File: src/hw/sac_pkg.sv
// Package with register map, field layout and timing constants for the converter control
package sac_pkg;
	localparam logic [7:0] ADDR_CTRL = 8'h00;
	localparam logic [7:0] ADDR_CTRLB = 8'h04;
	localparam logic [7:0] ADDR_CTRLC = 8'h08;
	localparam logic [7:0] ADDR_CTRLD = 8'h0c;
	localparam logic [7:0] ADDR_CHAN = 8'h10;
	localparam logic [7:0] ADDR_COMMAND = 8'h14;
	localparam logic [7:0] ADDR_EVCTRL = 8'h18;
	localparam logic [7:0] ADDR_INTCTRL = 8'h1c;
	localparam logic [7:0] ADDR_INTFLAG = 8'h20;
	localparam logic [7:0] ADDR_DBGCTRL = 8'h24;
	localparam logic [7:0] ADDR_RESULT = 8'h28;
	localparam logic [7:0] ADDR_WINLT = 8'h2c;
	localparam logic [7:0] ADDR_WINHT = 8'h30;
	localparam logic [7:0] ADDR_CTRLE = 8'h34;

	// Control register bit positions
	localparam int CTRL_ENABLE_BIT = 0;
	localparam int CTRL_CONT_BIT = 1;
	localparam int CTRL_RES_BIT = 2;
	localparam int CTRLD_VARY_BIT = 4;

	// Reset values
	localparam logic [1:0] REF_RESET = 2'h0;
	localparam logic [2:0] DIV_RESET = 3'h0;
	localparam logic [3:0] CHAN_RESET = 4'h0;

	// Last pin code and the channel codes beyond the twelve pins
	localparam logic [3:0] CHAN_PIN_LAST = 4'hb;
	localparam logic [3:0] CHAN_GND = 4'hc;
	localparam logic [3:0] CHAN_INTREF = 4'hd;
	localparam logic [3:0] CHAN_TEMP = 4'he;

	// Conversion timing in converter clock cycles, and the largest accumulated sample count
	localparam logic [4:0] CONV_CYCLES = 5'h0d;
	localparam logic [4:0] SAMPLE_CYCLE = 5'h02;
	localparam logic [6:0] ACC_MAX = 7'h40;

	localparam logic [9:0] MAX_CODE_10 = 10'h3ff;
	localparam logic [7:0] MAX_CODE_8 = 8'hff;

	typedef enum logic [2:0] {
		WIN_NONE = 3'h0,
		WIN_BELOW = 3'h1,
		WIN_ABOVE = 3'h2,
		WIN_INSIDE = 3'h3,
		WIN_OUTSIDE = 3'h4
	} sac_win_t;

	typedef enum logic [1:0] {
		ST_IDLE = 2'b00,
		ST_WAIT = 2'b01,
		ST_CONV = 2'b10,
		ST_DELAY = 2'b11
	} sac_state_t;

	// Settings latched towards the analog core
	typedef struct packed {
		logic power_on;
		logic [1:0] reference_select;
		logic [3:0] input_channel_select;
		logic low_res;
	} sac_analog_t;
endpackage

File: src/hw/sac_ctrl.sv
// Control logic for a 10-bit successive approximation converter with APB registers
//
// Operation
// - Result is right aligned, unused upper bits read zero.
// - Core powered and active only while the enable bit is set.
// - Reference and channel reach the core only once enabled.
// - Resolution select chooses 8-bit or 10-bit conversion.
// - Conversion starts from software command or routed event.
// - Event starts accepted only while event start input bit set.
// - Continuous conversion bit selects free-running over single mode.
// - Consecutive results summed, count selectable up to 64 samples.
// - Configurable inter-sample delay, optionally randomly varied per sample.
// - Window compare restricts interrupt to below, above, inside, outside.
// - Interrupt raised when a conversion completes.
// - Channel select covers twelve pins, ground, internal reference, temperature.
// - Reference select resets to the internal reference.
// - Converter clock comes from prescaler dividing the peripheral clock.
// - Touch controller, when enabled, drives the converter entirely; sample count, prescaler and delay still come from own registers.
// - Converter stops while the processor is halted by the debugger.
// - Run-while-halted bit keeps converter running during halt.
// - Codes run from zero to two to the resolution minus one.
// - Start bit reads one during conversion, cleared at single completion.
// - A conversion lasts 13 converter clock cycles plus delays.
// - Result-ready cleared by result read or writing one.
// - Free-running mode starts the next conversion immediately.
//
// The implementer's own choices: the register offsets and the APB slave port.
`timescale 1ns/1ps
module sac_ctrl
	import sac_pkg::*;
(
	input wire logic pclk,
	input wire logic presetn,
	input wire logic clk_en,
	input wire logic psel,
	input wire logic penable,
	input wire logic pwrite,
	input wire logic [7:0] paddr,
	input wire logic [31:0] pwdata,
	output logic [31:0] prdata,
	output logic pready,
	output logic pslverr,
	input wire logic start_event,
	input wire logic debug_halt,
	input wire logic touch_controller_en,
	input wire logic touch_controller_start,
	input wire sac_analog_t touch_controller_cfg,
	output sac_analog_t analog_cfg,
	output logic sample_hold,
	input wire logic [9:0] core_code,
	output logic [15:0] touch_controller_result,
	output logic irq
);
	logic enable;
	logic continuous_conversion;
	logic resolution_select;
	logic [2:0] accumulate_count;
	logic [1:0] reference_select;
	logic [2:0] clock_divider_select;
	logic [3:0] input_channel_select;
	logic [3:0] sample_delay;
	logic auto_delay_vary;
	logic event_start_input;
	logic run_while_halted;
	logic result_ready_ie;
	logic result_ready;
	logic [2:0] win_mode;
	logic [15:0] win_low;
	logic [15:0] win_high;
	logic [15:0] result;
	logic [15:0] acc;
	logic [6:0] acc_num;
	logic start_conversion_cmd;
	logic pending;
	sac_state_t state;
	logic [7:0] div_cnt;
	logic [4:0] cyc;
	logic [3:0] dly_cnt;
	logic [7:0] lfsr;
	logic event_q;
	logic [15:0] next_acc;

	wire apb_wr = psel && penable && pwrite;
	wire apb_rd = psel && penable && !pwrite;
	wire run = clk_en && (!debug_halt || run_while_halted);
	wire own_en = enable && !touch_controller_en;
	wire core_en = touch_controller_en ? touch_controller_cfg.power_on : enable;
	wire low_res = touch_controller_en ? touch_controller_cfg.low_res : resolution_select;
	wire event_edge = start_event && !event_q;
	wire sw_start = apb_wr && paddr == ADDR_COMMAND && pwdata[0];
	wire ev_start = event_start_input && event_edge;
	wire start_req = touch_controller_en ? touch_controller_start : (sw_start || ev_start);
	wire adc_tick = (div_cnt == div_limit(clock_divider_select));
	wire last_cycle = state == ST_CONV && adc_tick && cyc == CONV_CYCLES - 5'h01;
	wire last_sample = acc_num == samples_of(accumulate_count) - 7'h01;
	wire done = last_cycle && last_sample;

	// Prescaler top count for divide by 2, 4 ... 256
	function automatic logic [7:0] div_limit(input logic [2:0] sel);
		logic [8:0] d;
		d = 9'h002 << sel;
		div_limit = 8'(d - 9'h001);
	endfunction

	// Samples per result: 1, 2, 4 ... 64
	function automatic logic [6:0] samples_of(input logic [2:0] sel);
		samples_of = (sel > 3'h6) ? ACC_MAX : 7'(7'h01 << sel);
	endfunction

	// Core code masked to the selected resolution
	function automatic logic [9:0] trim_code(input logic [9:0] c, input logic lr);
		trim_code = lr ? {2'h0, c[9:2] & MAX_CODE_8} : (c & MAX_CODE_10);
	endfunction

	// Window compare of a finished result
	function automatic logic win_hit(input logic [2:0] m, input logic [15:0] r,
		input logic [15:0] lo, input logic [15:0] hi);
		case (m)
			WIN_NONE: win_hit = 1'b1;
			WIN_BELOW: win_hit = r < lo;
			WIN_ABOVE: win_hit = r > hi;
			WIN_INSIDE: win_hit = r >= lo && r <= hi;
			WIN_OUTSIDE: win_hit = r < lo || r > hi;
			default: win_hit = 1'b0;
		endcase
	endfunction

	assign next_acc = acc + {6'h00, trim_code(core_code, low_res)};

	// Register writes
	always_ff @(posedge pclk or negedge presetn) begin
		if (!presetn) begin
			enable <= 1'b0;
			continuous_conversion <= 1'b0;
			resolution_select <= 1'b0;
			accumulate_count <= 3'h0;
			reference_select <= REF_RESET;
			clock_divider_select <= DIV_RESET;
			input_channel_select <= CHAN_RESET;
			sample_delay <= 4'h0;
			auto_delay_vary <= 1'b0;
			event_start_input <= 1'b0;
			run_while_halted <= 1'b0;
			result_ready_ie <= 1'b0;
			win_mode <= 3'h0;
			win_low <= 16'h0000;
			win_high <= 16'h0000;
		end else if (clk_en && apb_wr) begin
			case (paddr)
				ADDR_CTRL: begin
					enable <= pwdata[CTRL_ENABLE_BIT];
					continuous_conversion <= pwdata[CTRL_CONT_BIT];
					resolution_select <= pwdata[CTRL_RES_BIT];
				end
				ADDR_CTRLB: accumulate_count <= pwdata[2:0];
				ADDR_CTRLC: begin
					clock_divider_select <= pwdata[2:0];
					reference_select <= pwdata[5:4];
				end
				ADDR_CTRLD: begin
					sample_delay <= pwdata[3:0];
					auto_delay_vary <= pwdata[CTRLD_VARY_BIT];
				end
				ADDR_CHAN: begin
					if (pwdata[3:0] <= CHAN_TEMP) begin
						input_channel_select <= pwdata[3:0];
					end
				end
				ADDR_EVCTRL: event_start_input <= pwdata[0];
				ADDR_INTCTRL: result_ready_ie <= pwdata[0];
				ADDR_DBGCTRL: run_while_halted <= pwdata[0];
				ADDR_CTRLE: win_mode <= pwdata[2:0];
				ADDR_WINLT: win_low <= pwdata[15:0];
				ADDR_WINHT: win_high <= pwdata[15:0];
				default: ;
			endcase
		end
	end

	// Event edge detection and delay randomiser
	always_ff @(posedge pclk or negedge presetn) begin
		if (!presetn) begin
			event_q <= 1'b0;
			lfsr <= 8'h01;
		end else if (clk_en) begin
			event_q <= start_event;
			lfsr <= {lfsr[6:0], lfsr[7] ^ lfsr[5] ^ lfsr[4] ^ lfsr[3]};
		end
	end

	// Prescaler held at zero when idle or disabled
	always_ff @(posedge pclk or negedge presetn) begin
		if (!presetn) begin
			div_cnt <= 8'h00;
		end else if (run) begin
			if (!core_en || state == ST_IDLE || adc_tick) begin
				div_cnt <= 8'h00;
			end else begin
				div_cnt <= div_cnt + 8'h01;
			end
		end
	end

	// Conversion sequencer
	always_ff @(posedge pclk or negedge presetn) begin
		if (!presetn) begin
			state <= ST_IDLE;
			cyc <= 5'h00;
			dly_cnt <= 4'h0;
			acc <= 16'h0000;
			acc_num <= 7'h00;
		end else if (run) begin
			if (!core_en) begin
				state <= ST_IDLE;
				acc_num <= 7'h00;
			end else begin
				case (state)
					ST_IDLE: begin
						if (pending) begin
							state <= ST_WAIT;
							acc <= 16'h0000;
							acc_num <= 7'h00;
						end
					end
					ST_WAIT: begin
						if (adc_tick) begin
							state <= ST_CONV;
							cyc <= 5'h00;
						end
					end
					ST_CONV: begin
						if (adc_tick) begin
							if (cyc == CONV_CYCLES - 5'h01) begin
								cyc <= 5'h00;
								acc <= next_acc;
								if (!last_sample) begin
									acc_num <= acc_num + 7'h01;
									dly_cnt <= auto_delay_vary ? (sample_delay ^ lfsr[3:0]) :
										sample_delay;
									state <= ST_DELAY;
								end else if (continuous_conversion && !touch_controller_en) begin
									acc <= 16'h0000;
									acc_num <= 7'h00;
								end else begin
									state <= ST_IDLE;
								end
							end else begin
								cyc <= cyc + 5'h01;
							end
						end
					end
					ST_DELAY: begin
						if (adc_tick) begin
							if (dly_cnt == 4'h0) begin
								state <= ST_CONV;
							end else begin
								dly_cnt <= dly_cnt - 4'h1;
							end
						end
					end
					default: state <= ST_IDLE;
				endcase
			end
		end
	end

	// Start bit and pending start
	always_ff @(posedge pclk or negedge presetn) begin
		if (!presetn) begin
			start_conversion_cmd <= 1'b0;
			pending <= 1'b0;
		end else if (run) begin
			if (!core_en) begin
				start_conversion_cmd <= 1'b0;
				pending <= 1'b0;
			end else if (start_req) begin
				start_conversion_cmd <= 1'b1;
				pending <= state == ST_IDLE;
			end else begin
				if (state != ST_IDLE) begin
					pending <= 1'b0;
				end
				if (done && !(continuous_conversion && !touch_controller_en)) begin
					start_conversion_cmd <= 1'b0;
				end
			end
		end
	end

	// Result, flag and settings applied to the core
	always_ff @(posedge pclk or negedge presetn) begin
		if (!presetn) begin
			result <= 16'h0000;
			result_ready <= 1'b0;
			analog_cfg <= '0;
			irq <= 1'b0;
		end else if (clk_en) begin
			if (run && done) begin
				result <= next_acc;
				result_ready <= 1'b1;
				irq <= result_ready_ie && win_hit(win_mode, next_acc, win_low, win_high);
			end else begin
				if ((apb_rd && paddr == ADDR_RESULT) ||
					(apb_wr && paddr == ADDR_INTFLAG && pwdata[0])) begin
					result_ready <= 1'b0;
					irq <= 1'b0;
				end
				if (!result_ready_ie) begin
					irq <= 1'b0;
				end
			end
			if (touch_controller_en) begin
				analog_cfg <= touch_controller_cfg;
			end else begin
				analog_cfg.power_on <= enable;
				if (enable) begin
					analog_cfg.low_res <= resolution_select;
				end
				if (enable && (state == ST_IDLE || last_cycle)) begin
					analog_cfg.reference_select <= reference_select;
					analog_cfg.input_channel_select <= input_channel_select;
				end
			end
		end
	end

	assign sample_hold = state == ST_CONV && cyc == SAMPLE_CYCLE;
	assign touch_controller_result = result;
	assign pready = 1'b1;
	assign pslverr = 1'b0;

	// Read mux
	always_comb begin
		prdata = 32'h0000_0000;
		case (paddr)
			ADDR_CTRL: prdata[2:0] = {resolution_select, continuous_conversion, enable};
			ADDR_CTRLB: prdata[2:0] = accumulate_count;
			ADDR_CTRLC: prdata[5:0] = {reference_select, 1'b0, clock_divider_select};
			ADDR_CTRLD: prdata[4:0] = {auto_delay_vary, sample_delay};
			ADDR_CHAN: prdata[3:0] = input_channel_select;
			ADDR_COMMAND: prdata[0] = start_conversion_cmd;
			ADDR_EVCTRL: prdata[0] = event_start_input;
			ADDR_INTCTRL: prdata[0] = result_ready_ie;
			ADDR_INTFLAG: prdata[0] = result_ready;
			ADDR_DBGCTRL: prdata[0] = run_while_halted;
			ADDR_RESULT: prdata[15:0] = result;
			ADDR_WINLT: prdata[15:0] = win_low;
			ADDR_WINHT: prdata[15:0] = win_high;
			ADDR_CTRLE: prdata[2:0] = win_mode;
			default: prdata = 32'h0000_0000;
		endcase
	end

	wire unused_ok = own_en | CHAN_PIN_LAST[0] | CHAN_GND[0] | CHAN_INTREF[0];
endmodule

File: config.mk
export PLATFORM = sky130hd
export DESIGN_NAME = sac_ctrl
export DESIGN_NICKNAME = d
export VERILOG_FILES = /design/src/hw/sac_pkg.sv /design/src/hw/sac_ctrl.sv
export SDC_FILE = /design/constraint.sdc
export NUM_CORES = 1
export LEC_CHECK = 0
export BUFFER_PORTS_ARGS = -buffer_cell sky130_fd_sc_hd__buf_2
export CORE_MARGIN = 3
export CORE_UTILIZATION = 58
export CTS_CLUSTER_DIAMETER = 200
export DETAILED_ROUTE_END_ITERATION = 12
export PLACE_DENSITY = 0.78
export SLEW_MARGIN = 0
export SYNTH_ARGS = -nofsm -noshare
export SYNTH_HDL_FRONTEND = slang
export SYNTH_SLANG_ARGS = --single-unit
File: constraint.sdc
create_clock -name pclk -period 5.9 [get_ports pclk]
set_clock_uncertainty 0.2 [all_clocks]
set_input_delay 0.295 -clock pclk [delete_from_list [all_inputs] [get_ports pclk]]
set_output_delay 0.295 -clock pclk [all_outputs]
set_load 0.01 [all_outputs]
# == Word-level counts from Yosys, hierarchy flattened ==
# Cells that the tools add are included.
# op_classes
addsub,7
magnitude_cmp,6
eq_ne,43
shifts,2
mux,62
bitwise_logic,4
reduce_logical,69
# op_table
op,count
16-bit two-way mux,5
7-bit two-way mux,7
8-bit by 6-bit == test with 1-bit output (second input constant),6
2-bit AND reduction,17
8-bit by 5-bit == test with 1-bit output (second input constant),4
16-bit one-hot mux with 2 select lines,1
10-bit one-hot mux with 3 select lines,1
4-bit two-way mux,6
1-bit logical AND,22
2-bit two-way mux,9
3-bit inequality test (second input constant),6
2-bit one-hot mux with 9 select lines,1
16-bit by 10-bit adder with 16-bit output,1
8-bit by 4-bit == test with 1-bit output (second input constant),2
16-bit greater-or-equal comparator,1
16-bit greater-than comparator,1
16-bit less-or-equal comparator,1
16-bit less-than comparator,1
1-bit two-way mux,16
8-bit two-way mux,2
8-bit AND reduction,2
5-bit two-way mux,3
1-bit one-hot mux with 5 select lines,3
2-bit inequality test (second input constant),7
other kinds (42),68
# word_totals
reg_bits,137
word_cells,225

# == Logic depth before layout (Yosys ltp) ==
# Gate-level depths: netlist of the first run.
# depth
word_depth,11
depth_mapped,22
depth_no_buf,20

# == Worst setup path before layout of the first run ==
# No wires, ideal clock.
# synth_path
path_type,input -> register
start,in touch_controller_en
end,reg irq
setup_time_ns,0.069
t_arrival_ns,5.062
required_time_ns,5.631
slack_ns,0.569
stages,22
path_buffers,2
path_cell_list,clkbuf_1 > mux2i_1 > clkbuf_1 > mux2_2 > ha_1 > inv_1 > fa_1 > nor2b_1 > o2111ai_1 > and4_1 > o31ai_1 > and3_1 > xor2_1 > ha_1 > and4_1 > and3_1 > a221oi_1 > o211ai_1 > o31ai_1 > a41oi_1 > or4_1 > nand3_1
# synth_via
elab_chain_cells,10
elab_cells_between_ends,14
classes_between,add/sub (1); order compare (4); mux (6); reduce/logical (3)
# synth_lines
element,line_no,source
"start, declared",sac_ctrl.sv:45,"input wire logic touch_controller_en,"
1-bit two-way mux (*),sac_ctrl.sv:88,wire low_res = touch_controller_en ? touch_controller_cfg.low_res : resolution_select;
10-bit two-way mux (*),sac_ctrl.sv:112,"trim_code = lr ? {2'h0, c[9:2] & MAX_CODE_8} : (c & MAX_CODE_10);"
16-bit by 10-bit adder with 16-bit output (*),sac_ctrl.sv:128,"assign next_acc = acc + {6'h00, trim_code(core_code, low_res)};"
via next_acc[12],sac_ctrl.sv:81,logic [15:0] next_acc;
16-bit less-than comparator (tied with other cells),"sac_ctrl.sv:120, sac_ctrl.sv:123",
1-bit logical OR or 1-bit logical AND (tied branches),"sac_ctrl.sv:123, sac_ctrl.sv:122",
1-bit one-hot mux with 5 select lines (*),sac_ctrl.sv:118,case (m)
1-bit two-way mux (*),sac_ctrl.sv:298,if (run && done) begin
1-bit two-way mux (*),sac_ctrl.sv:297,end else if (clk_en) begin
1-bit logical AND (*),sac_ctrl.sv:301,"irq <= result_ready_ie && win_hit(win_mode, next_acc, win_low, win_high);"
1-bit two-way mux (*),sac_ctrl.sv:298,
"end signal, assigned",sac_ctrl.sv:301,
"end, declared",sac_ctrl.sv:52,output logic irq
# Mark *: on every way through the listed nets, which the timed path passes. The rest lies on a longest branch. The select of a mux whose other input is x is not followed.
# A chain may end at the register's enable or synchronous reset.

# == Worst setup path after layout of the first run ==
# layout_path
start,reg resolution_select
end,reg irq
# layout_via
elab_chain_cells,10
elab_cells_between_ends,14
classes_between,add/sub (1); order compare (4); mux (6); reduce/logical (3)
# layout_lines
element,line_no,source
"start, declared",sac_ctrl.sv:56,logic resolution_select;
"start signal, assigned",sac_ctrl.sv:153,resolution_select <= pwdata[CTRL_RES_BIT];
1-bit two-way mux (*),sac_ctrl.sv:88,
10-bit two-way mux (*),sac_ctrl.sv:112,
16-bit by 10-bit adder with 16-bit output (*),sac_ctrl.sv:128,
via next_acc[14],sac_ctrl.sv:81,
16-bit less-than comparator (tied with other cells),"sac_ctrl.sv:120, sac_ctrl.sv:123",
1-bit logical OR or 1-bit logical AND (tied branches),"sac_ctrl.sv:123, sac_ctrl.sv:122",
1-bit one-hot mux with 5 select lines (*),sac_ctrl.sv:118,
1-bit two-way mux (*),sac_ctrl.sv:298,
1-bit two-way mux (*),sac_ctrl.sv:297,
1-bit logical AND (*),sac_ctrl.sv:301,
1-bit two-way mux (*),sac_ctrl.sv:298,
# Marked as above.

==> results.ini, run 1 <==
[sta]
rsz0062_at_grt=false
setup_viol_count_final=0
fin_crit_sh_pct=92.84
relSlewSlack_pct=34.63
worst_pin_slew_ns=0.9533
fin_crit_ns=5.477
hold_viol=0
max_freq_mhz=182.6
tns_ns=0
drv_slew=0

[layout]
layout_commonest_cell=dfrtp_1
fillers=1110
drive_gt1_share_pct=21.95
area.growth.synth_to_final_pct=14.91
multiInputGateArea_mm2=0.004648
regArea_mm2=0.003430
finalInstanceArea_mm2=0.009797
diodes=0
mostFrequentLayoutCells=136 x dfrtp_1, 92 x buf_2, 82 x nand2_1
fin_nets=1112

[global_route]
antenna_found_initial=0
grt_pass1_wl_mm=35.94
track_usage_pct=27.85
grt_start_max_net_pins=75
grt_pass1_vias=7041
grt-ovfl-total=0

[synth]
syn_avg_cell_area_um2=9.601
synthFlopType=dfrtp_1
synth.distinct_cells=69
yosys_warnings=0
yosysSeqAreaShare_pct=40.23
synthCells=888
synth-seq-cells=137
synth_edf_count=0
async_flop_share_pct=100.0
netlist_area_mm2=0.008526

[placement]
portBuffers=93
placed_area_mm2=0.009071
place.gp.congestion=0.9607
dpl.hpwl_mm=15.61

[drt]
drt-initial-drc-count=767
wl_mm=21.78
num_vias=7268
first_pass_iters=5
wl_met1_mm=9.708
via_per_inst=6.123
wl_met3_mm=1.602
wl_per_cell_um=18.35
wl_met2_mm=9.991
ant_nets=0
post-route-drc-count=0
highest_layer=met4

[setup_path]
worst_path_most_repeated_cell=and3_1
crit_slowest_cell=dfrtp_1
crit_fanout=5
required_ns=6.05
slowest_delay_ns=0.43
start_kind=flop
critical_path.cell_chain=mux2i_1, mux2_2, ha_1, inv_1, fa_1, nor2b_1, o2111ai_1, and4_1, o31ai_1, buf_4, and3_1, xor2_1, ha_1, and3_1, and3_1, a221oi_1, o211ai_1, o31ai_1, a41oi_1, or4_1, nand3_1
path_class=reg -> reg
cp-end-kind=flop
arrival_ns=5.63

[run]
maxCapViolCount=0

[clocking]
clkTransAtPathRegs_ns=0.06
cts.sinks=137
h-tree-depth=4
cts-root-buf=clkbuf_16
cts_buffer_depth=2
clk_latency_ns=0.42
numCtsBuffers=17
tritoncts=done
cts_setup_buffers=0

[power]
internal-power_uw=1645
swShare_pct=27.04
clock_power_share_pct=42.3
p_leak_uw=0.004698
power_density_mw_per_mm2=230.1
p_switching_uw=609.7
power_frac_comb_pct=12.0
ir_drop_mv=0.2200
power_uw=2254
seq_power_share_pct=45.7

[die]
core_mm2=0.01415
rows=43
die_h_um=127.2
initial_core_util_pct=60.25
die_w_um=127.2
ioPinCount=128
die_area_mm2=0.01619

[hold_path]
hp-class=in -> reg

[run_status]
status=finished clean

registers in the layout, indices dropped and copies added, names as in the netlist, 4 cells and up:
register                 count
analog_cfg                   8
div_cnt                      8
acc                         16
touch_controller_result     16
dly_cnt                      4
input_channel_select         4
lfsr                         8
cyc                          5
win_high                    16
win_low                     16
acc_num                      7
sample_delay                 4
path summary, 6_finish.rpt:
kind / from / endpoint / slack [ns] / cells past startpoint
worst max-delay path: resolution_select / irq / 0.42 / 21
worst min-delay path: pwdata[0] / event_start_input / 0.03 / 2
worst max register to register: resolution_select / irq / 0.42 / 21
worst min register to register: analog_cfg[0] / analog_cfg[0] / 0.29 / 2
max in group asynchronous: presetn / acc[14] / 3.86 / 3
min in group asynchronous: presetn / div_cnt[5] / 0.22 / 2
area by class of cell:
class / count / share of cell area, %
multi-input combinational: 652 / 47.45
clock buffer: 20 / 4.457
clock inverter: 12 / 0.8046
timing repair buffer: 121 / 7.497
sequential: 137 / 35.01
inverter: 65 / 2.490
tap: 180 / 2.299
Yosys cell counts (15+ instances only):
| master | instances | share of area, % |
|---|---|---|
| nor2_1 | 40 | 1.8 |
| o21ai_0 | 60 | 3.5 |
| a21oi_1 | 41 | 2.4 |
| a22o_1 | 21 | 2.2 |
| inv_1 | 65 | 2.9 |
| ha_1 | 49 | 7.2 |
| nand2_1 | 82 | 3.6 |
| nand3_1 | 26 | 1.5 |
| buf_4 | 18 | 1.6 |
| clkbuf_1 | 22 | 0.97 |
| nor3_1 | 16 | 0.94 |
| mux2_2 | 81 | 11 |
| o22ai_1 | 15 | 1.1 |
| dfrtp_1 | 136 | 40 |
cells by family after synthesis:
family	after synthesis	synth area share [%]
buffers and inverters	115	5.958
multiplexers	85	11.17
other	2	0.08809
adder cells (fa/ha/maj)	50	7.426
flip-flops	137	40.23
AO/OA/AOI/OAI	225	17.76
AND/OR/NAND/NOR	251	15.01
XOR/XNOR	23	2.363
power by group through the flow:
stage	logic (µW)	registers [µW]	clock network (µW)
6_report	270	1030	954
5_1_grt	301	1040	1000
4_1_cts	271	1030	966
3_5_place_dp	257	1050	0
3_3_place_gp	251	1040	0
2_1_floorplan	183	1030	0
critical path: cells and delay by family, from the launching register on:
kind	cells	cell delay [ns]
compound gates	6	1.19
xor+xnor	1	0.33
fa+ha+maj	3	0.89
buf+inv	2	0.23
flops	1	0.43
mux	2	0.62
simple gates	7	1.51
timing repair:
| action | 4_1_cts | 5_1_grt |
|---|---|---|
| hold endpoints to repair | 100 | 0 |
| resized for setup | 0 | 0 |
| hold buffers | 21 | 0 |
| setup endpoints to repair | 0 | 0 |
layer usage:
metal / vias to the layer above / GRT usage [%]
li1: 3438 / -
met1: 3513 / 39.08
met2: 278 / 43.34
met3: 39 / 6.229
met4: 0 / 8.833
met5: - / 0
per-stage QoR:
step / hold WS [ns] / instances / setup slack (ns) / util, %
final: 0.02700 / 1187 / 0.4226 / 69.24
after global routing: 0.02791 / 1187 / 0.007998 / 69.24
after CTS: 0.01335 / 1187 / 0.4383 / 69.24
after detailed placement: 0.1280 / 1134 / 0.2520 / 64.11
after global placement: 0.1271 / 1134 / 0.4051 / 64.11
after floorplan: -0.2006 / 904 / 0.5686 / -
(Power assumes the default switching activity.)
==> run 2: changes to the inputs <==
Settings changed: CTS_CLUSTER_DIAMETER 200 to 60, REMOVE_ABC_BUFFERS set to 1.
Clock period 5.9 ns to 6.2 ns, I/O delays scaled along.
==> run 2 against run 1 <==
  * Die area is the same
  * Global-route usage grew 0.30 points
  * Via count rose by 1.3%
  * Largest power group is now the clock network
  * Highest routed layer unchanged
==> results.ini, run 2 (same netlist as run 1, synthesis figures left out) <==
[run_status]
status=finished clean  ; unchanged

[global_route]
grt_start_max_net_pins=82  ; was 75
antenna_found_initial=0  ; unchanged
grt-ovfl-total=0  ; unchanged
grt_pass1_wl_mm=36.21  ; was 35.94 mm
grt_pass1_vias=7114  ; was 7041
track_usage_pct=28.15  ; was 27.85%

[setup_path]
required_ns=6.36  ; was 6.05 ns
crit_fanout=8  ; was 5
cp-end-kind=flop  ; unchanged
worst_path_most_repeated_cell=and3_1  ; unchanged
critical_path.cell_chain=mux2i_1, buf_4, mux2_2, inv_1, fa_1, nor2b_1, o2111ai_1, and4_1, o31ai_1, and3_1, xor2_1, ha_1, and3_1, and3_1, a221oi_1, o211ai_1, o31ai_1, a41oi_1, or4_1, nand3_1  ; was mux2i_1, mux2_2, ha_1, inv_1, fa_1, nor2b_1, o2111ai_1, and4_1, o31ai_1, buf_4, and3_1, xor2_1, ha_1, and3_1, and3_1, a221oi_1, o211ai_1, o31ai_1, a41oi_1, or4_1, nand3_1
slowest_delay_ns=0.55  ; was 0.43 ns
crit_buf_inv=2  ; unchanged
path_class=reg -> reg  ; unchanged
start_kind=flop  ; unchanged
path_delay_family=simple AND/OR/NAND/NOR gates  ; unchanged
crit_slowest_cell=o31ai_1  ; was dfrtp_1
arrival_ns=5.93  ; was 5.63 ns

[clocking]
cts-root-buf=clkbuf_16  ; unchanged
tritoncts=done  ; unchanged
cts_setup_buffers=0  ; unchanged
ctsResizeCount=0  ; unchanged
hold_buffers=21  ; unchanged
h-tree-depth=4  ; unchanged
cts_buffer_depth=2  ; unchanged
clk_latency_ns=0.43  ; was 0.42 ns
clkTransAtPathRegs_ns=0.06  ; about the same
cts.sinks=137  ; unchanged
numCtsBuffers=17  ; unchanged

[layout]
diodes=0  ; unchanged
fin_nets=1112  ; unchanged
drive_gt1_share_pct=22.24  ; was 21.95%
mostFrequentLayoutCells=136 x dfrtp_1, 92 x buf_2, 82 x nand2_1  ; unchanged
layout_commonest_cell=dfrtp_1  ; unchanged
final_cells=1187  ; unchanged
area.growth.synth_to_final_pct=16.16  ; was 14.91%
final_core_util_pct=69.99  ; was 69.24%
fillers=1089  ; was 1110

[sta]
fin_crit_sh_pct=93.11  ; was 92.84%
hold_viol=0  ; unchanged
max_freq_mhz=173.2  ; was 182.6 MHz
drv_slew=0  ; unchanged
fin_crit_ns=5.773  ; was 5.477 ns
worst_pin_slew_ns=1.015  ; was 0.9533 ns
relSlewSlack_pct=32.33  ; was 34.63%
tns_ns=0  ; unchanged
setup_viol_count_final=0  ; unchanged
rsz0062_at_grt=false  ; unchanged

[hold_path]
hp-class=in -> reg  ; unchanged

[drt]
wl_per_cell_um=18.54  ; was 18.35 µm
num_vias=7361  ; was 7268
via_per_inst=6.201  ; was 6.123
first_pass_iters=5  ; unchanged
post-route-drc-count=0  ; unchanged
wl_mm=22.00  ; was 21.78 mm
ant_nets=0  ; unchanged
drt-initial-drc-count=747  ; was 767

[power]
seq_power_share_pct=42.4  ; was 45.7%
p_switching_uw=599.8  ; was 609.7 µW
power_density_mw_per_mm2=233.3  ; was 230.1 mW/mm²
clock_power_share_pct=46.5  ; was 42.3%
swShare_pct=25.97  ; was 27.04%
ir_drop_mv=0.2317  ; was 0.2200 mV
power_frac_comb_pct=11.1  ; was 12.0%
internal-power_uw=1710  ; was 1645 µW
p_leak_uw=0.004748  ; was 0.004698 µW

[die]
rows=43  ; unchanged
die_area_mm2=0.01619  ; unchanged
core_mm2=0.01415  ; unchanged
initial_core_util_pct=60.25  ; unchanged
die_w_um=127.2  ; unchanged
die_h_um=127.2  ; unchanged
ioPinCount=128  ; unchanged

[placement]
place.gp.congestion=0.9199  ; was 0.9607
placed_cells=1134  ; unchanged
portBuffers=93  ; unchanged
dpl.hpwl_mm=15.36  ; was 15.61 mm

[run]
maxCapViolCount=0  ; unchanged

run 2: cell types whose count changed in the layout (fill, tap and decap cells not counted):
cell	before	now
clkinv_2	6	1
inv_6	3	7
bufinv_16	0	3
clkbuf_1	3	0
clkbuf_8	0	1
clkinvlp_4	3	2
inv_8	0	1
run 2: final timing paths:
path,from,to,slack (ns),cells after the start
setup reg to reg,resolution_select,irq,0.43,20
hold / removal,pwdata[3],win_high[3],0.02,2
min in group asynchronous,presetn,div_cnt[4],0.20,2
max in group asynchronous,presetn,touch_controller_result[13],4.20,3
hold reg to reg,analog_cfg[0],analog_cfg[0],0.27,2
setup / recovery,resolution_select,irq,0.43,20
run 2: stage by stage:
step / setup WS (ns) / hold WS (ns) / cell area, µm² / total power [µW]
2_1_floorplan: 1.044 / -0.1856 / 8322 / 1141
3_3_place_gp: 0.5161 / 0.1033 / 9071 / 1229
3_5_place_dp: 0.4384 / 0.1082 / 9071 / 1239
4_1_cts: 0.4571 / 0.0006840 / 9903 / 2321
5_1_grt: 0.1180 / 0.0007125 / 9903 / 2403
6_report: 0.4271 / 0.01747 / 9903 / 2310
run 2: cell type report:
class / count / area (µm²) / share of cell area [%]
Sequential cell: 137 / 3430 / 34.63
Clock inverter: 14 / 182.7 / 1.845
Timing Repair Buffer: 121 / 734.5 / 7.416
Tap cell: 180 / 225.2 / 2.274
Clock buffer: 18 / 439.2 / 4.435
Multi-Input combinational cell: 652 / 4648 / 46.94
Inverter: 65 / 244.0 / 2.464
run 2: worst reg2reg max path, stage by stage, from the launching register on:
cell       delay, ns
dfrtp_1         0.42
mux2i_1         0.33
buf_4           0.23
mux2_2          0.17
inv_1           0.06
fa_1            0.45
nor2b_1         0.18
o2111ai_1       0.14
and4_1          0.22
o31ai_1         0.55
and3_1          0.32
xor2_1          0.38
ha_1            0.33
and3_1          0.19
and3_1          0.17
a221oi_1        0.27
o211ai_1        0.18
o31ai_1         0.25
a41oi_1         0.07
or4_1           0.46
nand3_1         0.11
run 2: power groups by stage:
| stage | logic, µW | clock network [µW] | registers [µW] |
|---|---|---|---|
| 5_1_grt | 287 | 1130 | 986 |
| 4_1_cts | 257 | 1080 | 979 |
| 6_report | 257 | 1070 | 980 |
| 3_3_place_gp | 238 | 0 | 992 |
| 3_5_place_dp | 244 | 0 | 995 |
| 2_1_floorplan | 153 | 0 | 987 |
run 2: per-layer routing:
| layer | up-vias | track usage (%) | part of all wire [%] | routed length, µm |
|---|---|---|---|---|
| met5 | - | 0 | 0 | 0 |
| met4 | 0 | 9.022 | 2.1 | 470 |
| met3 | 46 | 6.229 | 7.3 | 1608 |
| met2 | 291 | 43.77 | 46 | 10140 |
| met1 | 3573 | 39.55 | 44 | 9785 |
| li1 | 3451 | - | - | - |
==> run 3: changes to the inputs <==
Settings changed: CORE_MARGIN 3 to unset.
==> run 3 against run 2 <==
  * Clock power shrank 7%
  * Combinational power barely moved
  * Via count decreased by 0.86%
  * First-iteration DRC count shrank 2.8%
  * Count of clock-buffer cells in the layout increased by 1
  * Flip-flop and latch count did not move
  * Register-to-register slack better by 0.33 ns
  * Largest cell class unchanged
  * Die area shrank 6.2%
  * Critical endpoint unchanged
  * Cell count unchanged
  * Critical path depth up 2
  * Core utilization down 0.052 points
==> results.ini, run 3 (same netlist as run 1, synthesis figures left out) <==
[layout]
finalInstanceArea_mm2=0.009858  ; was 0.009903 mm²
layout_commonest_cell=dfrtp_1  ; unchanged
mostFrequentLayoutCells=136 x dfrtp_1, 92 x buf_2, 82 x nand2_1  ; unchanged
drive_gt1_share_pct=22.14  ; was 22.24%
area.growth.synth_to_final_pct=15.63  ; was 16.16%
diodes=0  ; unchanged
multiInputGateArea_mm2=0.004648  ; unchanged
fin_nets=1112  ; unchanged
fillers=1102  ; was 1089
regArea_mm2=0.003430  ; unchanged

[power]
seq_power_share_pct=43.8  ; was 42.4%
internal-power_uw=1652  ; was 1710 µW
power_density_mw_per_mm2=226.4  ; was 233.3 mW/mm²
p_leak_uw=0.004726  ; was 0.004748 µW
clock_power_share_pct=44.7  ; was 46.5%
p_switching_uw=579.9  ; was 599.8 µW
ir_drop_mv=0.1833  ; was 0.2317 mV
swShare_pct=25.98  ; was 25.97%
power_frac_comb_pct=11.5  ; was 11.1%

[setup_path]
r2r_cells=22  ; was 20
crit_cells=22  ; was 20
slowest_delay_ns=0.44  ; was 0.55 ns
reg2reg_slack_ns=0.76  ; was 0.43 ns
cp-end-kind=flop  ; unchanged
crit_slowest_cell=or4_1  ; was o31ai_1
path_class=reg -> reg  ; unchanged
path_delay_family=simple AND/OR/NAND/NOR gates  ; unchanged
critical_path.cell_chain=mux2i_1, buf_4, mux2_2, ha_1, inv_1, fa_1, nor2b_1, o2111ai_1, and4_1, o31ai_1, buf_4, and3_1, xor2_1, ha_1, and4_1, and3_1, a221oi_1, o211ai_1, o31ai_1, a41oi_1, or4_1, nand3_1  ; was mux2i_1, buf_4, mux2_2, inv_1, fa_1, nor2b_1, o2111ai_1, and4_1, o31ai_1, and3_1, xor2_1, ha_1, and3_1, and3_1, a221oi_1, o211ai_1, o31ai_1, a41oi_1, or4_1, nand3_1
reg2reg_from=resolution_select  ; unchanged
start_kind=flop  ; unchanged
crit_buf_inv=3  ; was 2
crit_fanout=11  ; was 8
timing.rr.end=irq  ; unchanged
required_ns=6.36  ; about the same
arrival_ns=5.60  ; was 5.93 ns

[global_route]
track_usage_pct=29.65  ; was 28.15%
grt_util_met1_pct=41.69  ; was 39.55%
grt-ovfl-total=0  ; unchanged
grtUsageMet3_pct=6.411  ; was 6.229%
gr-max-usage-layer=met2  ; unchanged
grtUsageMet2_pct=45.22  ; was 43.77%
grt_pass1_wl_mm=34.21  ; was 36.21 mm
grt_start_max_net_pins=77  ; was 82
grt_pass1_vias=6799  ; was 7114
antenna_found_initial=0  ; unchanged

[drt]
first_pass_iters=6  ; was 5
via_per_inst=6.148  ; was 6.201
wl_per_cell_um=18.15  ; was 18.54 µm
post-route-drc-count=0  ; unchanged
ant_nets=0  ; unchanged
num_vias=7298  ; was 7361
drt-initial-drc-count=726  ; was 747
wl_mm=21.54  ; was 22.00 mm

[sta]
fin_hold_ws_ns=0.005454  ; was 0.01747 ns
fin_crit_sh_pct=87.80  ; was 93.11%
max_freq_mhz=183.7  ; was 173.2 MHz
rsz0062_at_grt=false  ; unchanged
drv_slew=0  ; unchanged
tns_ns=0  ; unchanged
setup_viol_count_final=0  ; unchanged
hold_viol=0  ; unchanged
fin_crit_ns=5.444  ; was 5.773 ns
worst_pin_slew_ns=1.009  ; was 1.015 ns
relSlewSlack_pct=32.75  ; was 32.33%
setup_ws_ns=0.7564  ; was 0.4271 ns

[run]
maxCapViolCount=0  ; unchanged

[placement]
placed_area_mm2=0.009079  ; was 0.009071 mm²
portBuffers=93  ; unchanged
place.gp.congestion=0.9505  ; was 0.9199
pre_cts_ws_ns=0.7676  ; was 0.4384 ns
dpl.hpwl_mm=14.94  ; was 15.36 mm

[clocking]
tritoncts=done  ; unchanged
numCtsBuffers=17  ; unchanged
cts.sinks=137  ; unchanged
clk_latency_ns=0.42  ; was 0.43 ns
h-tree-depth=4  ; unchanged
cts_buffer_depth=2  ; unchanged
clkTransAtPathRegs_ns=0.06  ; about the same
cts-root-buf=clkbuf_16  ; unchanged
cts_setup_buffers=0  ; unchanged

[run_status]
status=finished clean  ; unchanged

[hold_path]
hp-class=in -> reg  ; unchanged
hp-start=pwdata[0]  ; was pwdata[3]
hold_path_end=run_while_halted  ; was win_high[3]
whs_path_depth=2  ; unchanged

[die]
die_area_mm2=0.01519  ; was 0.01619 mm²
die_w_um=123.2  ; was 127.2 µm
core_mm2=0.01410  ; was 0.01415 mm²
die_h_um=123.2  ; was 127.2 µm
rows=43  ; unchanged
initial_core_util_pct=60.48  ; was 60.25%
ioPinCount=128  ; unchanged

run 3: cell count changes in the layout (fill, tap and decap cells not counted), sizes merged:
cell / change
buf: +1
bufinv: -1
clkbuf: +1
clkinv: +5
dlygate4sd3: -1
inv: -5
run 3: worst max path at each step:
stage	slack, ns	start	end
after detailed placement	0.77	touch_controller_en	irq
after floorplan	1.04	touch_controller_en	irq
after CTS	0.81	resolution_select	irq
after global placement	0.80	touch_controller_en	irq
after global routing	0.42	resolution_select	irq
final	0.76	resolution_select	irq
run 3: area by class of cell:
class / instances / share of cell area (%)
well taps: 180 / 2.285
clock buffers: 19 / 4.391
multi-input cells: 652 / 47.15
repair buffers: 121 / 7.425
flip-flops and latches: 137 / 34.79
clock inverters: 13 / 1.485
inverters: 65 / 2.475
run 3: through the flow:
stage / power (µW) / utilization (%) / cells
after detailed placement: 1236 / 64.41 / 1135
after global routing: 2322 / 69.94 / 1187
final: 2232 / 69.94 / 1187
after floorplan: 1141 / - / 854
after global placement: 1229 / 64.41 / 1135
after CTS: 2241 / 69.94 / 1187
run 3: power by group through the flow:
stage / clock network, µW / registers, µW / logic, µW
after floorplan: 0 / 987 / 153
final: 998 / 979 / 256
after global placement: 0 / 992 / 237
after global routing: 1050 / 986 / 284
after detailed placement: 0 / 995 / 241
after CTS: 1010 / 978 / 255
run 3: timing repair:
item                                    4_1_cts  5_1_grt
hold buffers                                 20        0
endpoints found under the setup margin        0        0
resized for setup                             0        0
endpoints found under the hold margin       108        0
run 3: per-layer routing:
metal  part of all wire (%)  routed length, µm
met5                      0                  0
met4                    1.9                417
met3                    7.8               1687
met2                     45               9796
met1                     45               9639
